## config.mk

```make
export PLATFORM = sky130hd
export DESIGN_NAME = eag_core
export DESIGN_NICKNAME = d
export VERILOG_FILES = /design/src/eag_pkg.sv /design/src/eag_core.sv
export SDC_FILE = /design/constraint.sdc
export NUM_CORES = 1
export LEC_CHECK = 0
export BUFFER_PORTS_ARGS = -buffer_cell sky130_fd_sc_hd__buf_2
export CAP_MARGIN = 20
export CORE_MARGIN = 2
export CORE_UTILIZATION = 45
export CTS_BUF_LIST = sky130_fd_sc_hd__clkbuf_4 sky130_fd_sc_hd__clkbuf_8 sky130_fd_sc_hd__clkbuf_16
export CTS_CLUSTER_SIZE = 20
export DETAILED_ROUTE_END_ITERATION = 8
export PLACE_DENSITY = 0.67
export SYNTH_ARGS = -nofsm -noshare
export SYNTH_HDL_FRONTEND = slang
export SYNTH_SLANG_ARGS = --single-unit
```

## constraint.sdc

```tcl
create_clock -name core_clk -period 4.5 [get_ports core_clk]
set_input_delay 0.675 -clock core_clk [delete_from_list [all_inputs] [get_ports core_clk]]
set_output_delay 0.675 -clock core_clk [all_outputs]
set_load 0.03 [all_outputs]
```

## src/eag_pkg.sv

```systemverilog
// Package for the effective address generator: modes, lengths, carriers
`default_nettype none
package eag_pkg;
    // Addressing modes decoded by the sequencer
    typedef enum logic [3:0] {
        EAG_INH, EAG_IMM, EAG_DIR, EAG_EXT, EAG_IX0, EAG_IX1, EAG_IX2,
        EAG_REL, EAG_BSC, EAG_BTB
    } eag_mode_t;

    // Instruction lengths in bytes
    localparam logic [15:0] EAG_LEN_ONE = 16'h0001;
    localparam logic [15:0] EAG_LEN_TWO = 16'h0002;
    localparam logic [15:0] EAG_LEN_THREE = 16'h0003;
    // Opcode field positions for bit modes
    localparam int EAG_BITNUM_LSB = 1;
    localparam int EAG_POL_BIT = 0;
    localparam logic [7:0] EAG_ZERO_PAGE = 8'h00;

    // Request from the sequencer
    typedef struct packed {
        eag_mode_t mode;
        logic [7:0] opcode;
        logic [15:0] pc;
        logic [7:0] index;
        logic branch_cond;
    } eag_req_t;

    // Result held until the next request
    typedef struct packed {
        logic [7:0] addr_hi;
        logic [7:0] addr_lo;
        logic [15:0] next_pc;
        logic [15:0] pc_inc;
        logic uses_ea;
        logic carry_valid;
        logic carry_val;
        logic [2:0] bit_num;
    } eag_res_t;
endpackage
`default_nettype wire

```

## src/eag_core.sv

```systemverilog
// Effective address and next program counter generation
// How it works
// - Inherent: no operand fetch, one byte
// - Immediate: operand at PC+1, PC+2
// - Direct: high zero, low operand, PC+2
// - Extended: first byte high, second low, PC+3
// - Indexed none: X on low, PC+1
// - Indexed byte: X plus byte, carry high
// - Indexed word: carry into first byte high
// - Relative: add signed offset only if taken
// - Relative span -126 to +129 from opcode
// - Bit set/clear: page-zero address, PC+2
// - Bit branch: PC+3 plus offset if met
// - Bit branch span -125 to +130
// - Tested bit always copied to carry
`default_nettype none
module eag_core
    import eag_pkg::*;
(
    input wire logic core_clk,
    input wire logic rst_b,
    input wire logic req_valid,
    input var eag_req_t req,
    output logic req_ready,
    output logic fetch_req,
    output logic [15:0] fetch_addr,
    input wire logic fetch_valid,
    input wire logic [7:0] fetch_data,
    output logic res_valid,
    output var eag_res_t res
);
    typedef enum {ST_IDLE, ST_FETCH, ST_TEST, ST_DONE} eag_state_t;
    eag_state_t state_reg;
    eag_req_t req_reg;
    logic [1:0] need_reg, got_reg;
    logic [7:0] op1_reg, op2_reg;

    // Operand bytes each mode needs from the stream, bit branch counted as one
    function automatic logic [1:0] eag_operands(input eag_mode_t m);
        unique case (m)
            EAG_INH, EAG_IX0: eag_operands = 2'd0;
            EAG_EXT, EAG_IX2: eag_operands = 2'd2;
            default: eag_operands = 2'd1;
        endcase
    endfunction

    // Sign extend an 8-bit branch offset
    function automatic logic [15:0] eag_sext(input logic [7:0] v);
        eag_sext = {{8{v[7]}}, v};
    endfunction

    assign req_ready = (state_reg == ST_IDLE);
    assign fetch_req = (state_reg == ST_FETCH);
    // Fetch pointer kept in flip-flops so the address pins never glitch
    always_ff @(posedge core_clk or negedge rst_b) begin
        if (!rst_b) begin
            fetch_addr <= 16'h0000;
        end else if (state_reg == ST_IDLE && req_valid) begin
            fetch_addr <= req.pc + 16'h0001;
        end else if (state_reg == ST_FETCH && fetch_valid) begin
            fetch_addr <= fetch_addr + 16'h0001; // Ascending, one byte per answer
        end
    end

    ////////////////////////////////////////////////////////////////////////
    // Sequencer: fetch operands, then test byte for bit branch
    always_ff @(posedge core_clk or negedge rst_b) begin
        if (!rst_b) begin
            state_reg <= ST_IDLE;
            req_reg <= '0;
            need_reg <= 2'd0;
            got_reg <= 2'd0;
        end else begin
            unique case (state_reg)
                ST_IDLE: if (req_valid) begin
                    req_reg <= req;
                    need_reg <= eag_operands(req.mode);
                    got_reg <= 2'd0;
                    // Bit branch needs its offset too: three bytes total
                    if (req.mode == EAG_BTB) need_reg <= 2'd2;
                    state_reg <= (eag_operands(req.mode) == 2'd0) ? ST_DONE : ST_FETCH;
                end
                ST_FETCH: if (fetch_valid) begin
                    got_reg <= got_reg + 2'd1;
                    if (got_reg + 2'd1 == need_reg)
                        state_reg <= (req_reg.mode == EAG_BTB) ? ST_TEST : ST_DONE;
                end
                ST_TEST: if (fetch_valid) state_reg <= ST_DONE;
                ST_DONE: state_reg <= ST_IDLE;
            endcase
        end
    end

    // Operand capture in ascending order
    always_ff @(posedge core_clk or negedge rst_b) begin
        if (!rst_b) begin
            op1_reg <= 8'h00;
            op2_reg <= 8'h00;
        end else if (state_reg == ST_FETCH && fetch_valid) begin
            if (got_reg == 2'd0) op1_reg <= fetch_data;
            else op2_reg <= fetch_data;
        end
    end

    // Tested bit captured from the zero-page byte
    logic tbit_reg;
    always_ff @(posedge core_clk or negedge rst_b) begin
        if (!rst_b) tbit_reg <= 1'b0;
        else if (state_reg == ST_TEST && fetch_valid)
            tbit_reg <= fetch_data[req_reg.opcode[EAG_BITNUM_LSB +: 3]];
    end

    ////////////////////////////////////////////////////////////////////////
    // Address and next PC computation
    eag_res_t calc;
    logic [8:0] xsum1, xsum2;
    logic [15:0] seq_pc, tgt_pc;
    logic met;
    always_comb begin
        calc = '0;
        xsum1 = {1'b0, req_reg.index} + {1'b0, op1_reg};
        xsum2 = {1'b0, req_reg.index} + {1'b0, op2_reg};
        seq_pc = 16'h0000;
        tgt_pc = 16'h0000;
        met = 1'b0;
        calc.bit_num = req_reg.opcode[EAG_BITNUM_LSB +: 3];
        unique case (req_reg.mode)
            EAG_INH: calc.pc_inc = EAG_LEN_ONE;
            EAG_IMM: begin
                {calc.addr_hi, calc.addr_lo} = req_reg.pc + 16'h0001;
                calc.pc_inc = EAG_LEN_TWO;
                calc.uses_ea = 1'b1;
            end
            EAG_DIR, EAG_BSC: begin
                calc.addr_hi = EAG_ZERO_PAGE;
                calc.addr_lo = op1_reg;
                calc.pc_inc = EAG_LEN_TWO;
                calc.uses_ea = 1'b1;
            end
            EAG_EXT: begin
                calc.addr_hi = op1_reg;
                calc.addr_lo = op2_reg;
                calc.pc_inc = EAG_LEN_THREE;
                calc.uses_ea = 1'b1;
            end
            EAG_IX0: begin
                calc.addr_hi = EAG_ZERO_PAGE;
                calc.addr_lo = req_reg.index;
                calc.pc_inc = EAG_LEN_ONE;
                calc.uses_ea = 1'b1;
            end
            EAG_IX1: begin
                calc.addr_hi = {7'h00, xsum1[8]};
                calc.addr_lo = xsum1[7:0];
                calc.pc_inc = EAG_LEN_TWO;
                calc.uses_ea = 1'b1;
            end
            EAG_IX2: begin
                calc.addr_hi = op1_reg + {7'h00, xsum2[8]};
                calc.addr_lo = xsum2[7:0];
                calc.pc_inc = EAG_LEN_THREE;
                calc.uses_ea = 1'b1;
            end
            EAG_REL: begin
                seq_pc = req_reg.pc + EAG_LEN_TWO;
                tgt_pc = seq_pc + eag_sext(op1_reg);
                met = req_reg.branch_cond;
                calc.pc_inc = EAG_LEN_TWO;
            end
            EAG_BTB: begin
                calc.addr_hi = EAG_ZERO_PAGE;
                calc.addr_lo = op1_reg;
                calc.uses_ea = 1'b1;
                seq_pc = req_reg.pc + EAG_LEN_THREE;
                tgt_pc = seq_pc + eag_sext(op2_reg);
                // Polarity bit low means branch when set
                met = tbit_reg ^ req_reg.opcode[EAG_POL_BIT];
                calc.pc_inc = EAG_LEN_THREE;
                calc.carry_valid = 1'b1;
                calc.carry_val = tbit_reg;
            end
        endcase
        if (req_reg.mode == EAG_REL || req_reg.mode == EAG_BTB)
            calc.next_pc = met ? tgt_pc : seq_pc;
        else
            calc.next_pc = req_reg.pc + calc.pc_inc;
    end

    // Result registered; it stands until the next request completes
    always_ff @(posedge core_clk or negedge rst_b) begin
        if (!rst_b) begin
            res <= '0;
            res_valid <= 1'b0;
        end else begin
            res_valid <= (state_reg == ST_DONE);
            if (state_reg == ST_DONE) res <= calc;
        end
    end

    ////////////////////////////////////////////////////////////////////////
    // Checks
    property p_ext_addr;
        @(posedge core_clk) disable iff (!rst_b)
        (res_valid && req_reg.mode == EAG_EXT) |->
            {res.addr_hi, res.addr_lo} == {op1_reg, op2_reg};
    endproperty
    a_ext_addr: assert property (p_ext_addr) else $error("extended address wrong");
    property p_dir_hi;
        @(posedge core_clk) disable iff (!rst_b)
        (res_valid && (req_reg.mode == EAG_DIR || req_reg.mode == EAG_IX0)) |->
            res.addr_hi == 8'h00;
    endproperty
    a_dir_hi: assert property (p_dir_hi) else $error("page zero high byte nonzero");
    property p_ix1;
        @(posedge core_clk) disable iff (!rst_b)
        (res_valid && req_reg.mode == EAG_IX1) |->
            {res.addr_hi, res.addr_lo} == 16'(req_reg.index) + 16'(op1_reg);
    endproperty
    a_ix1: assert property (p_ix1) else $error("indexed byte sum wrong");
    property p_inc;
        @(posedge core_clk) disable iff (!rst_b)
        (res_valid && req_reg.mode == EAG_INH) |-> res.next_pc == req_reg.pc + 16'h0001;
    endproperty
    a_inc: assert property (p_inc) else $error("inherent length wrong");
    property p_rel;
        @(posedge core_clk) disable iff (!rst_b)
        (res_valid && req_reg.mode == EAG_REL && !req_reg.branch_cond) |->
            res.next_pc == req_reg.pc + 16'h0002;
    endproperty
    a_rel: assert property (p_rel) else $error("untaken branch moved");
    property p_carry;
        @(posedge core_clk) disable iff (!rst_b)
        (res_valid && req_reg.mode == EAG_BTB) |-> res.carry_valid && res.carry_val == tbit_reg;
    endproperty
    a_carry: assert property (p_carry) else $error("carry not copied");
    property p_order;
        @(posedge core_clk) disable iff (!rst_b)
        (fetch_req && fetch_valid && got_reg == 2'd0) |=> ##[1:1000] res_valid;
    endproperty
    a_order: assert property (p_order) else $error("result never follows fetch");
    property p_fetch_addr;
        @(posedge core_clk) disable iff (!rst_b)
        fetch_req |-> fetch_addr == req_reg.pc + 16'(got_reg) + 16'h0001;
    endproperty
    a_fetch_addr: assert property (p_fetch_addr) else $error("fetch out of order");
    // No result may be formed before every operand byte is in
    property p_fetch_done;
        @(posedge core_clk) disable iff (!rst_b)
        (state_reg == ST_DONE) |-> got_reg == need_reg;
    endproperty
    a_fetch_done: assert property (p_fetch_done) else $error("result before operands");
    property p_btb_pc;
        @(posedge core_clk) disable iff (!rst_b)
        (res_valid && req_reg.mode == EAG_BTB && res.carry_val == req_reg.opcode[0]) |->
            res.next_pc == req_reg.pc + 16'h0003;
    endproperty
    a_btb_pc: assert property (p_btb_pc) else $error("bit branch fallthrough wrong");
    c_ext: cover property (@(posedge core_clk) res_valid && req_reg.mode == EAG_EXT);
    c_rel: cover property (@(posedge core_clk) res_valid && req_reg.mode == EAG_REL);
    c_btb: cover property (@(posedge core_clk) res_valid && req_reg.mode == EAG_BTB);
endmodule
`default_nettype wire

```

# Yosys cells after proc, flatten, opt, wreduce, memory -nomap -nowiden
# Index checks and enable logic that the tools add are counted.
[word_totals]
in_bits = 49
elab_cells = 111
ff_bits = 157
[classes]
magnitude_cmp = 1
n_eq_ne = 24
n_bitwise = 2
reduce_logical = 24
muxes = 27
add_sub_neg = 12
[op_table]
columns = ["cell", "count"]
rows = [
  ["$mux W32", 4],
  ["$pmux W32 S4", 1],
  ["$eq A32 B2 Y1 const B", 3],
  ["$pmux W16 S6", 1],
  ["$eq A32 B3 Y1 const B", 2],
  ["$logic_not A32 Y1", 2],
  ["$mux W16", 4],
  ["$pmux W16 S2", 2],
  ["$add A16 B1 Y16 const B", 3],
  ["$add A16 B16 Y16", 3],
  ["$pmux W16 S3", 1],
  ["$add A16 B2 Y16 const B", 2],
  ["$eq A32 B1 Y1 const B", 1],
  ["$eq A4 B3 Y1 const B", 6],
  ["$add A8 B8 Y9", 2],
  ["$mux W2", 7],
  ["$eq A4 B2 Y1 const B", 3],
  ["$eq A4 B4 Y1 const B", 3],
  ["$add A8 B1 Y8", 1],
  ["$logic_not A4 Y1", 2],
  ["$ne A2 B2 Y1 const B", 4],
  ["$pmux W2 S2", 2],
  ["$reduce_or A8 Y1", 1],
  ["$reduce_and A2 Y1", 3],
  ["18 further kinds", 27],
]

# Depth between registers and ports, before layout
# Gate-level depths: netlist (run 1).
[depth]
ltp_word = 9
ltp_mapped = 16
ltp_nobuf = 16

# Least setup slack after synthesis (run 1)
# OpenSTA, ideal clock, no wires.
[synth_timing]
path_kind = "register to register"
startpoint = "register req_reg[9] in the netlist's numbering"
endpoint = "register res[37] in the netlist's numbering"
n_path_buf = 1
stages_incl_launch_ff = 15
t_arrival_ps = 3023
setup_slack_ps = 1399
path_cell_list = "dfrtp_1 -> clkbuf_1 -> inv_1 -> ha_1 -> nor2_1 -> nand2_1 -> xnor2_1 -> ha_1 -> nand4_1 -> o22ai_1 -> a2111o_1 -> o22ai_1 -> xnor2_1 -> nand2_1 -> a21oi_1"
[synth_via]
elab_chain_cells = 5
elab_cells_between_ends = 9
classes_between = "add/sub: 5; mux: 4"
[synth_lines]
columns = ["item", "line", "rtl"]
rows = [
  ["from (decl)", "eag_core.sv:34", "eag_req_t req_reg;"],
  ["from (signal assigned)", "eag_core.sv:76", "req_reg <= req;"],
  ["$add A16 B2 Y16, on equally long branches", "eag_core.sv:174, eag_core.sv:165", ""],
  ["$add A16 B16 Y16, on equally long branches", "eag_core.sv:175, eag_core.sv:166", ""],
  ["$pmux W16 S2", "eag_core.sv:127", "unique case (req_reg.mode)"],
  ["$mux W16", "eag_core.sv:184", "calc.next_pc = met ? tgt_pc : seq_pc;"],
  ["$mux W16 (*)", "eag_core.sv:183", "if (req_reg.mode == EAG_REL || req_reg.mode == EAG_BTB)"],
  ["to (signal assigned)", "eag_core.sv:196", "if (state_reg == ST_DONE) res <= calc;"],
  ["to (decl)", "eag_core.sv:30", "output var eag_res_t res"],
]
# Mark *: on every way between the ends. The rest lies on a longest branch, timed or not.
# A chain may end at the register's enable or synchronous reset.

# Worst setup path in the final report (run 1)
[layout_timing]
startpoint = "register req_reg[10] in the netlist's numbering"
endpoint = "register res[37] in the netlist's numbering"
# Same word-level chain as after synthesis.

==> results of run 1 <==
stage by stage:
stage | power, µW | area (µm²) | worst slack, ps
final | 9881 | 10960 | 746.9
after global routing | 10620 | 10960 | 491.9
after CTS | 9807 | 10960 | 807.2
after detailed placement | 8281 | 10330 | 838.4
after global placement | 8193 | 10330 | 901.5
after floorplan | 6660 | 9682 | 1399
cells in the final DEF, fill, tap and decap left out, types with 14 or more instances in the layout:
| master | count |
|---|---|
| a211oi_1 | 14 |
| a21o_1 | 21 |
| a21oi_1 | 77 |
| a22oi_1 | 14 |
| and3_1 | 15 |
| buf_2 | 102 |
| buf_4 | 17 |
| clkbuf_16 | 17 |
| conb_1 | 14 |
| dfrtp_1 | 113 |
| ha_1 | 62 |
| inv_1 | 38 |
| mux2_2 | 24 |
| nand2_1 | 192 |
| nand2b_1 | 17 |
| nand3_1 | 27 |
| nand4_1 | 17 |
| nor2_1 | 82 |
| nor3_1 | 14 |
| o21ai_0 | 48 |
| o22ai_1 | 28 |
| xnor2_1 | 61 |
| xor2_1 | 51 |
per-layer routing:
metal | wire length [µm] | part of all wire, % | vias up | global-route usage [%]
li1 | - | - | 4346 | -
met4 | 730 | 2.5 | 0 | 9.717
met5 | 0 | 0 | - | 0
met2 | 12650 | 44 | 371 | 39.52
met1 | 13400 | 46 | 4216 | 37.62
met3 | 2267 | 7.8 | 56 | 5.182
power by group:
part | internal [µW] | switching, µW | leakage (µW)
clock | 956 | 524 | 0.000300
sequential | 1490 | 821 | 0.00139
combinational | 2430 | 3660 | 0.00322
cell type report:
type,count,area (µm²)
Clock buffer,20,454.2
Clock inverter,12,181.4
Fill cell,2020,10060
Inverter,38,142.6
Multi-Input combinational cell,958,6375
Sequential cell,113,2828
Tap cell,275,344.1
Timing Repair Buffer,119,638.1
critical path, delay by kind of cell (launching register included):
| family | cells | cell delay [ps] |
|---|---|---|
| AOI/OAI and AO/OA | 5 | 1290 |
| and+or+nand+nor | 4 | 600 |
| DFF | 1 | 600 |
| adders and majority gates | 2 | 600 |
| xor gates and xnor gates | 2 | 340 |
| buffers and inverters | 1 | 250 |
kinds of logic after synthesis:
kind of cell    Yosys count  synth area share (%)
compound gates          318                 22.16
mux                      39                 4.624
flops                   113                 29.35
xor+xnor                112                 10.18
simple gates            407                 19.24
buf+inv                 114                 5.183
fa+ha+maj                68                 9.222
other cells               1               0.03893
path summary, 6_finish.rpt:
check | from | end | slack, ps
max in group asynchronous | rst_b | res[25]$_DFFE_PN0P_ | 3330
setup / recovery | req_reg[10]$_DFFE_PN0P_ | res[37]$_DFFE_PN0P_ | 750
setup reg to reg | req_reg[10]$_DFFE_PN0P_ | res[37]$_DFFE_PN0P_ | 750
min in group core_clk | req[28] | calc[2]$_DFFE_PN0P_ | 440
hold / removal | rst_b | res[0]$_DFFE_PN0P_ | 210
hold reg to reg | req_reg[25]$_DFFE_PN0P_ | req_reg[25]$_DFFE_PN0P_ | 500
==> flow_summary.toml, run 1 <==
[synthesis]
synth_commonest_cells = "193 x nand2_1, 113 x dfrtp_1, 82 x nor2_1"
synth_area_um2 = 9633
synth_largest_area_cell = "dfrtp_1"
yosys_most_used_dff = "dfrtp_1"
post-synth-top-count-cell = "nand2_1"
yosys.cell_types.count = 79
syn_avg_cell_area_um2 = 8.219
postSynthCellCount = 1172
ys_warn_count = 0
synth-async-reset-ratio_pct = 100.0
synthTopCellsByArea = "dfrtp_1 29%, ha_1 8.2%, nand2_1 7.5%, xnor2_1 5.5%, xor2_1 4.6%"
synth.ff_latch_count = 113
synth-edff-count = 0
synth_top_area_share_pct = 29.35
synth-seq-area-share_pct = 29.35

[cells_and_area]
final_util_pct = 52.15
fin_cells = 1535
drive_above_1_share_pct = 15.16
largest_register_ffs = 40
layout.nets = 1364
diodes = 0
syn2layout_area_growth_pct = 13.81

[power]
power_density_nw_per_um2 = 901.3
leakagePower_uw = 0.004913
vdd_ir_drop_max_mv = 0.4090

[route]
drt_wl_total_um = 29050
via_count = 8989
drt_iter0_markers = 725
drc = 0
ant_nets = 0
vias_per_cell = 5.856
drt-pass1-iter-count = 5
wl_per_cell_um = 18.92

[critical_path]
rr_worst_depth = 14
required_ps = 4840
crit_type = "reg2reg"
cp-start-kind = "flop"
slowest_delay_ps = 600
crit_arrival_ps = 4090
crit_path_top_delay_cell = "dfrtp_1"
critPathCaptureType = "flop"
worstPathCellList = "inv_1, ha_1, a21oi_1, nor2_1, nand2_1, xnor2_1, ha_1, nand4_1, o22ai_1, a2111o_1, o22ai_1, xnor2_1, nand2_1, a21oi_1"
critPathMaxFanout = 9

[die]
core_um2 = 21020
die_w_um = 150.3
die_y_um = 150.3
pin_count = 122
die_area_um2 = 22590
rows = 53
initial_core_util_pct = 45.82

[clock_tree]
cts_tree = "yes"
clk_pin_slew_ps = 60
clkLatencyLatePin_ps = 430
post_cts_resized = 0
cts_sinks = 113
root_buffer = "clkbuf_16"
htreeDepth = 4
cts_buffers = 17
cts_buffer_depth = 2
post-cts-setup-buffers = 0
ctsHoldBuffers = 0

[sta]
drv_slew = 0
rsz0062_at_grt = "no"
hold_viol_final = 0
setup_viol = 0
skew_ps = 11.67
fin_crit_sh_pct = 83.40
fin_crit_ps = 3753
fmax_mhz = 266.4
relSlewSlack_pct = 44.99
worstMarginPinSlew_ps = 822.1
fin_hold_ws_ps = 214.4
setup_tns_ps = 0

[hold_path]
hold_path_class = "in2async"

[global_routing]
grt_pass1_wl_um = 46140
grt_start_max_net_pins = 45
gr-total-overflow = 0
antenna_found_initial = 0
grt_pass1_vias = 8601
grt_use_total_pct = 26.36

[outcome]
status = "finished clean"

[placed_design]
post-dp-hpwl_um = 21930
gp_congestion = 1.036
place_inst = 1503
io_buffers = 103

[flow_run]
cap_violations = 0
(Power assumes the default switching activity.)
==> inputs of run 2 (changes only) <==
--- a/config.mk
+++ b/config.mk
@@ -5,6 +5,7 @@
 export SDC_FILE = /design/constraint.sdc
 export NUM_CORES = 1
 export LEC_CHECK = 0
+export ABC_AREA = 1
 export BUFFER_PORTS_ARGS = -buffer_cell sky130_fd_sc_hd__buf_2
 export CAP_MARGIN = 20
 export CORE_MARGIN = 2
==> constraint.sdc (replaced) <==
create_clock -name core_clk -period 3.9 [get_ports core_clk]
set_input_delay 0.585 -clock core_clk [delete_from_list [all_inputs] [get_ports core_clk]]
set_output_delay 0.585 -clock core_clk [all_outputs]
set_load 0.03 [all_outputs]
==> flow_summary.toml, run 2 <==
[clock_tree]
cts_buffer_depth = 2
post-cts-setup-buffers = 0
root_buffer = "clkbuf_16"
post_cts_resized = 0
cts_sinks = 113
cts_buffers = 17
cts_tree = "yes"
clkLatencyLatePin_ps = 430
clk_pin_slew_ps = 60
ctsHoldBuffers = 0
htreeDepth = 4

[die]
die_area_um2 = 22240
die_y_um = 149.1
pin_count = 122
initial_core_util_pct = 45.52
core_um2 = 20820
rows = 53
die_w_um = 149.1

[synthesis]
synthTopCellsByArea = "dfrtp_1 30%, nand2_1 16%, ha_1 8.3%, o21ai_0 6.4%, inv_1 6.1%"
ys_warn_count = 0
synth.ff_latch_count = 113
yosys_most_used_dff = "dfrtp_1"
synth_top_area_share_pct = 29.83
synth-edff-count = 0
synth_commonest_cells = "411 x nand2_1, 153 x inv_1, 122 x o21ai_0"
synth-async-reset-ratio_pct = 100.0
yosys.cell_types.count = 52
synth-seq-area-share_pct = 29.83
syn_avg_cell_area_um2 = 6.780
synth_largest_area_cell = "dfrtp_1"
post-synth-top-count-cell = "nand2_1"
postSynthCellCount = 1398
synth_area_um2 = 9479

[sta]
hold_viol_final = 0
worstMarginPinSlew_ps = 856.3
fmax_mhz = 295.6
rsz0062_at_grt = "no"
drv_slew = 0
setup_tns_ps = 0
relSlewSlack_pct = 42.92
fin_crit_sh_pct = 86.75
fin_crit_ps = 3383
setup_viol = 0
skew_ps = 13.19

[placed_design]
place_area_um2 = 10220
gp_congestion = 0.9717
post-dp-hpwl_um = 23430
io_buffers = 103

[critical_path]
cp-start-kind = "flop"
cp_num_cells = 12
crit_type = "reg2reg"
critPathBufInv = 0
required_ps = 4200
crit_arrival_ps = 3680
crit_family = "simple AND/OR/NAND/NOR gates"
critPathCaptureType = "flop"
crit_path_top_delay_cell = "nor4_1"
critPathMaxFanout = 10
worstPathCellList = "nand2_1, nor2_2, nor4_1, nand4_1, ha_1, a21oi_1, nor2_1, nand2_1, nor2_1, a21oi_1, nor3_1, a21oi_1"
rr_worst_depth = 12
crit_top_cell = "a21oi_1"
slowest_delay_ps = 520

[cells_and_area]
final_cell_mix = "411 x nand2_1, 153 x inv_1, 122 x o21ai_0"
layout.nets = 1616
layout_commonest_cell = "nand2_1"
diodes = 0
largest_register_ffs = 40
syn2layout_area_growth_pct = 14.10
post-route-cell-area_um2 = 10820
drive_above_1_share_pct = 13.49

[power]
power_density_nw_per_um2 = 948.5
leakagePower_uw = 0.005530
vdd_ir_drop_max_mv = 0.5253

[flow_run]
cap_violations = 0

[route]
wl_per_cell_um = 16.95
drt-pass1-iter-count = 7
drt_iter0_markers = 683
drc = 0
vias_per_cell = 5.428
via_count = 9700
ant_nets = 0
drt_wl_total_um = 30290

[global_routing]
grt_pass1_wl_um = 48410
antenna_found_initial = 0
gr-total-overflow = 0
grt_start_max_net_pins = 68
grt_use_total_pct = 28.00
grt_pass1_vias = 9125

[hold_path]
hold_path_class = "in2async"

[outcome]
status = "finished clean"
## run 2: final cells by class
type / instances / area (µm²)
fillers: 2152 / 10010
flip-flops and latches: 113 / 2828
repair buffers: 119 / 638.1
clock inverters: 12 / 132.6
well taps: 275 / 344.1
clock buffers: 20 / 460.4
multi-input cells: 1087 / 5801
inverters: 161 / 611.8
## run 2: per-stage QoR
step	hold slack [ps]	setup slack, ps	util (%)	total power, µW	std cells
floorplan	289.4	1188	-	6807	1411
global placement	453.4	629.2	49.09	8486	1755
detailed placement	455.7	556.6	49.09	8572	1755
CTS	307.0	545.0	51.94	10210	1787
global route	343.3	153.8	51.94	11180	1787
finish	262.4	516.9	51.94	10260	1787
## run 2: power breakdown
group          internal, µW  switching [µW]
Combinational          2050            4240
Sequential             1700             673
Clock                   983             612
Total                  4730            5530
## run 2: cells by family (layout without fill, tap and decap cells)
| family | after synthesis | after routing | synth area share, % |
|---|---|---|---|
| buf+inv | 211 | 312 | 9.490 |
| simple gates | 675 | 675 | 30.50 |
| xor+xnor | 38 | 38 | 3.511 |
| fa+ha+maj | 68 | 68 | 9.372 |
| flops | 113 | 113 | 29.83 |
| compound gates | 292 | 292 | 17.25 |
| other cells | 1 | 14 | 0.03956 |
## run 2: final timing paths
path,slack [ps],startpoint,end
worst min-delay path,260,rst_b,res[1]$_DFFE_PN0P_
worst max-delay path,520,req_reg[33]$_DFFE_PN0P_,res[31]$_DFFE_PN0P_
max in group asynchronous,2770,rst_b,res[28]$_DFFE_PN0P_
min in group core_clk,360,req[3],req_reg[3]$_DFFE_PN0P_
worst min register to register,470,res[1]$_DFFE_PN0P_,res[1]$_DFFE_PN0P_
worst max register to register,520,req_reg[33]$_DFFE_PN0P_,res[31]$_DFFE_PN0P_
## run 2: worst reg2reg max path: stages (launching register included)
cell and delay (ps):
dfrtp_1 450, nand2_1 170, nor2_2 130, nor4_1 520
nand4_1 360, ha_1 390, a21oi_1 60, nor2_1 290
nand2_1 180, nor2_1 160, a21oi_1 90, nor3_1 330
a21oi_1 120
## run 2: routing by layer
metal | routed length, µm | share of wire, % | GRT usage (%) | up-vias
met5 | 0 | 0 | 0 | -
li1 | - | - | - | 4779
met2 | 13710 | 45 | 44.24 | 337
met3 | 1852 | 6.1 | 3.761 | 55
met1 | 13920 | 46 | 39.80 | 4529
met4 | 807 | 2.7 | 9.000 | 0
==> inputs of run 3 (changes only) <==
--- a/config.mk
+++ b/config.mk
@@ -9,11 +9,11 @@
 export BUFFER_PORTS_ARGS = -buffer_cell sky130_fd_sc_hd__buf_2
 export CAP_MARGIN = 20
 export CORE_MARGIN = 2
-export CORE_UTILIZATION = 45
+export CORE_UTILIZATION = 42
 export CTS_BUF_LIST = sky130_fd_sc_hd__clkbuf_4 sky130_fd_sc_hd__clkbuf_8 sky130_fd_sc_hd__clkbuf_16
 export CTS_CLUSTER_SIZE = 20
 export DETAILED_ROUTE_END_ITERATION = 8
-export PLACE_DENSITY = 0.67
+export PLACE_DENSITY = 0.63
 export SYNTH_ARGS = -nofsm -noshare
 export SYNTH_HDL_FRONTEND = slang
 export SYNTH_SLANG_ARGS = --single-unit
==> constraint.sdc (replaced) <==
create_clock -name core_clk -period 3.9 [get_ports core_clk]
set_input_delay 1.17 -clock core_clk [delete_from_list [all_inputs] [get_ports core_clk]]
set_output_delay 1.17 -clock core_clk [all_outputs]
set_load 0.03 [all_outputs]
==> flow_summary.toml, run 3 (synthesis results as in run 2) <==
[outcome]
status = "finished clean"

[placed_design]
place_inst = 1762
gp_congestion = 1.005
post-dp-hpwl_um = 23910
io_buffers = 103
place_area_um2 = 10260
pre_cts_slack_ps = 539.6

[critical_path]
critPathMaxFanout = 7
crit_arrival_ps = 3760
rr_startpoint = "req_reg[10]$_DFFE_PN0P_"
worstPathCellList = "inv_1, ha_1, nand2_1, nand2_1, nand2_1, nor2_1, xor2_1, ha_1, a21oi_1, o21ai_0, a21oi_1, nand2_1, nand2_1, nand3_1, nand3_1, nand2_1, a21oi_1"
cp-start-kind = "flop"
crit_top_cell = "nand2_1"
critPathLaunch = "req_reg[10]$_DFFE_PN0P_"
critPathCaptureType = "flop"
required_ps = 4240
crit_type = "reg2reg"
crit_path_top_delay_cell = "dfrtp_1"
slowest_delay_ps = 500

[sta]
worstMarginPinSlew_ps = 759.8
relSlewSlack_pct = 49.35
setup_tns_ps = 0
hold_viol_final = 0
setup_ws_ps = 479.6
rsz0062_at_grt = "no"
fin_crit_ps = 3420
drv_slew = 0
skew_ps = 13.78
fin_crit_sh_pct = 87.70
fmax_mhz = 292.4
setup_viol = 0

[clock_tree]
htreeDepth = 4
cts_tree = "yes"
post-cts-setup-buffers = 0
post_cts_resized = 0
clk_pin_slew_ps = 60
cts_buffer_depth = 2
root_buffer = "clkbuf_16"
clkLatencyLatePin_ps = 420
cts_buffers = 17
ctsHoldBuffers = 0
cts_sinks = 113

[hold_path]
hp-start = "res[0]$_DFFE_PN0P_"
hold_path_class = "reg2reg"

[global_routing]
grt_use_total_pct = 26.43
grt_pass1_wl_um = 49440
grt_start_max_net_pins = 65
antenna_found_initial = 0
grt_pass1_vias = 9183
gr-total-overflow = 0

[route]
drt-pass1-iter-count = 6
via_count = 9635
wl_per_cell_um = 17.15
drt_iter0_markers = 647
drc = 0
drt_wl_total_um = 30760
vias_per_cell = 5.371
ant_nets = 0

[die]
rows = 54
pin_count = 122
die_area_um2 = 23790
die_w_um = 154.2
die_y_um = 154.2
initial_core_util_pct = 43.17
core_um2 = 21960

[flow_run]
cap_violations = 0

[cells_and_area]
syn2layout_area_growth_pct = 14.73
diodes = 0
largest_register_ffs = 40
drive_above_1_share_pct = 13.61
final_cell_mix = "411 x nand2_1, 153 x inv_1, 122 x o21ai_0"
layout_commonest_cell = "nand2_1"
post-route-cell-area_um2 = 10880
nFillCells = 2177
layout.nets = 1618
fin_cells = 1794

[power]
vdd_ir_drop_max_mv = 0.5751
power_density_nw_per_um2 = 952.1
leakagePower_uw = 0.005564
run 3: cell types whose count changed in the layout (fill, tap and decap cells not counted):
cell	change
clkbuf_8	+1
clkinvlp_4	-2
buf_12	+1
clkbuf_4	+2
buf_4	+1
bufinv_16	+1
inv_6	-2
run 3: final timing paths:
| check | cells past startpoint | slack (ps) | end |
|---|---|---|---|
| max | 17 | 480 | res[36]$_DFFE_PN0P_ |
| min | 2 | 460 | res[0]$_DFFE_PN0P_ |
| max reg2reg | 17 | 480 | res[36]$_DFFE_PN0P_ |
| min reg2reg | 2 | 460 | res[0]$_DFFE_PN0P_ |
| max in group asynchronous | 2 | 2330 | res[35]$_DFFE_PN0P_ |
| min in group asynchronous | 1 | 820 | need_reg[1]$_DFFE_PN0P_ |
run 3: layer usage:
metal  share of wire, %  global-route usage [%]
met1                 47                   37.24
met2                 44                   41.41
met3                5.9                   3.895
met4                3.1                   9.568
met5                  0                       0
run 3: per-stage QoR:
stage          total power (µW)  utilization, %  hold slack, ps
6_report                  10350           49.53           464.0
5_1_grt                   11300           49.53           498.4
4_1_cts                   10320           49.53           467.7
3_5_place_dp               8588           46.71           454.4
3_3_place_gp               8526           46.71           451.2
2_1_floorplan              6807               -           449.2
run 3: cell type report:
type	instances	area, µm²	area share [%]
Clock buffer	23	489.2	4.498
Inverter	161	611.8	5.626
Multi-Input combinational cell	1087	5801	53.34
Clock inverter	9	130.1	1.197
Tap cell	280	350.3	3.221
Timing Repair Buffer	121	665.6	6.121
Sequential cell	113	2828	26.00
run 3: critical path, delay by kind of cell (launching register included):
family	cells	cell delay, ps
DFF	1	500
buffers and inverters	1	290
adders and majority gates	2	550
xor gates and xnor gates	1	400
AOI/OAI and AO/OA	4	680
and+or+nand+nor	9	940
run 3: power by group:
group	switching (µW)	total, µW	leakage [µW]	internal [µW]
clock network	593	1670	0.000307	1080
logic	4250	6310	0.00384	2060
registers	677	2370	0.00141	1700
total	5520	10400	0.00556	4830
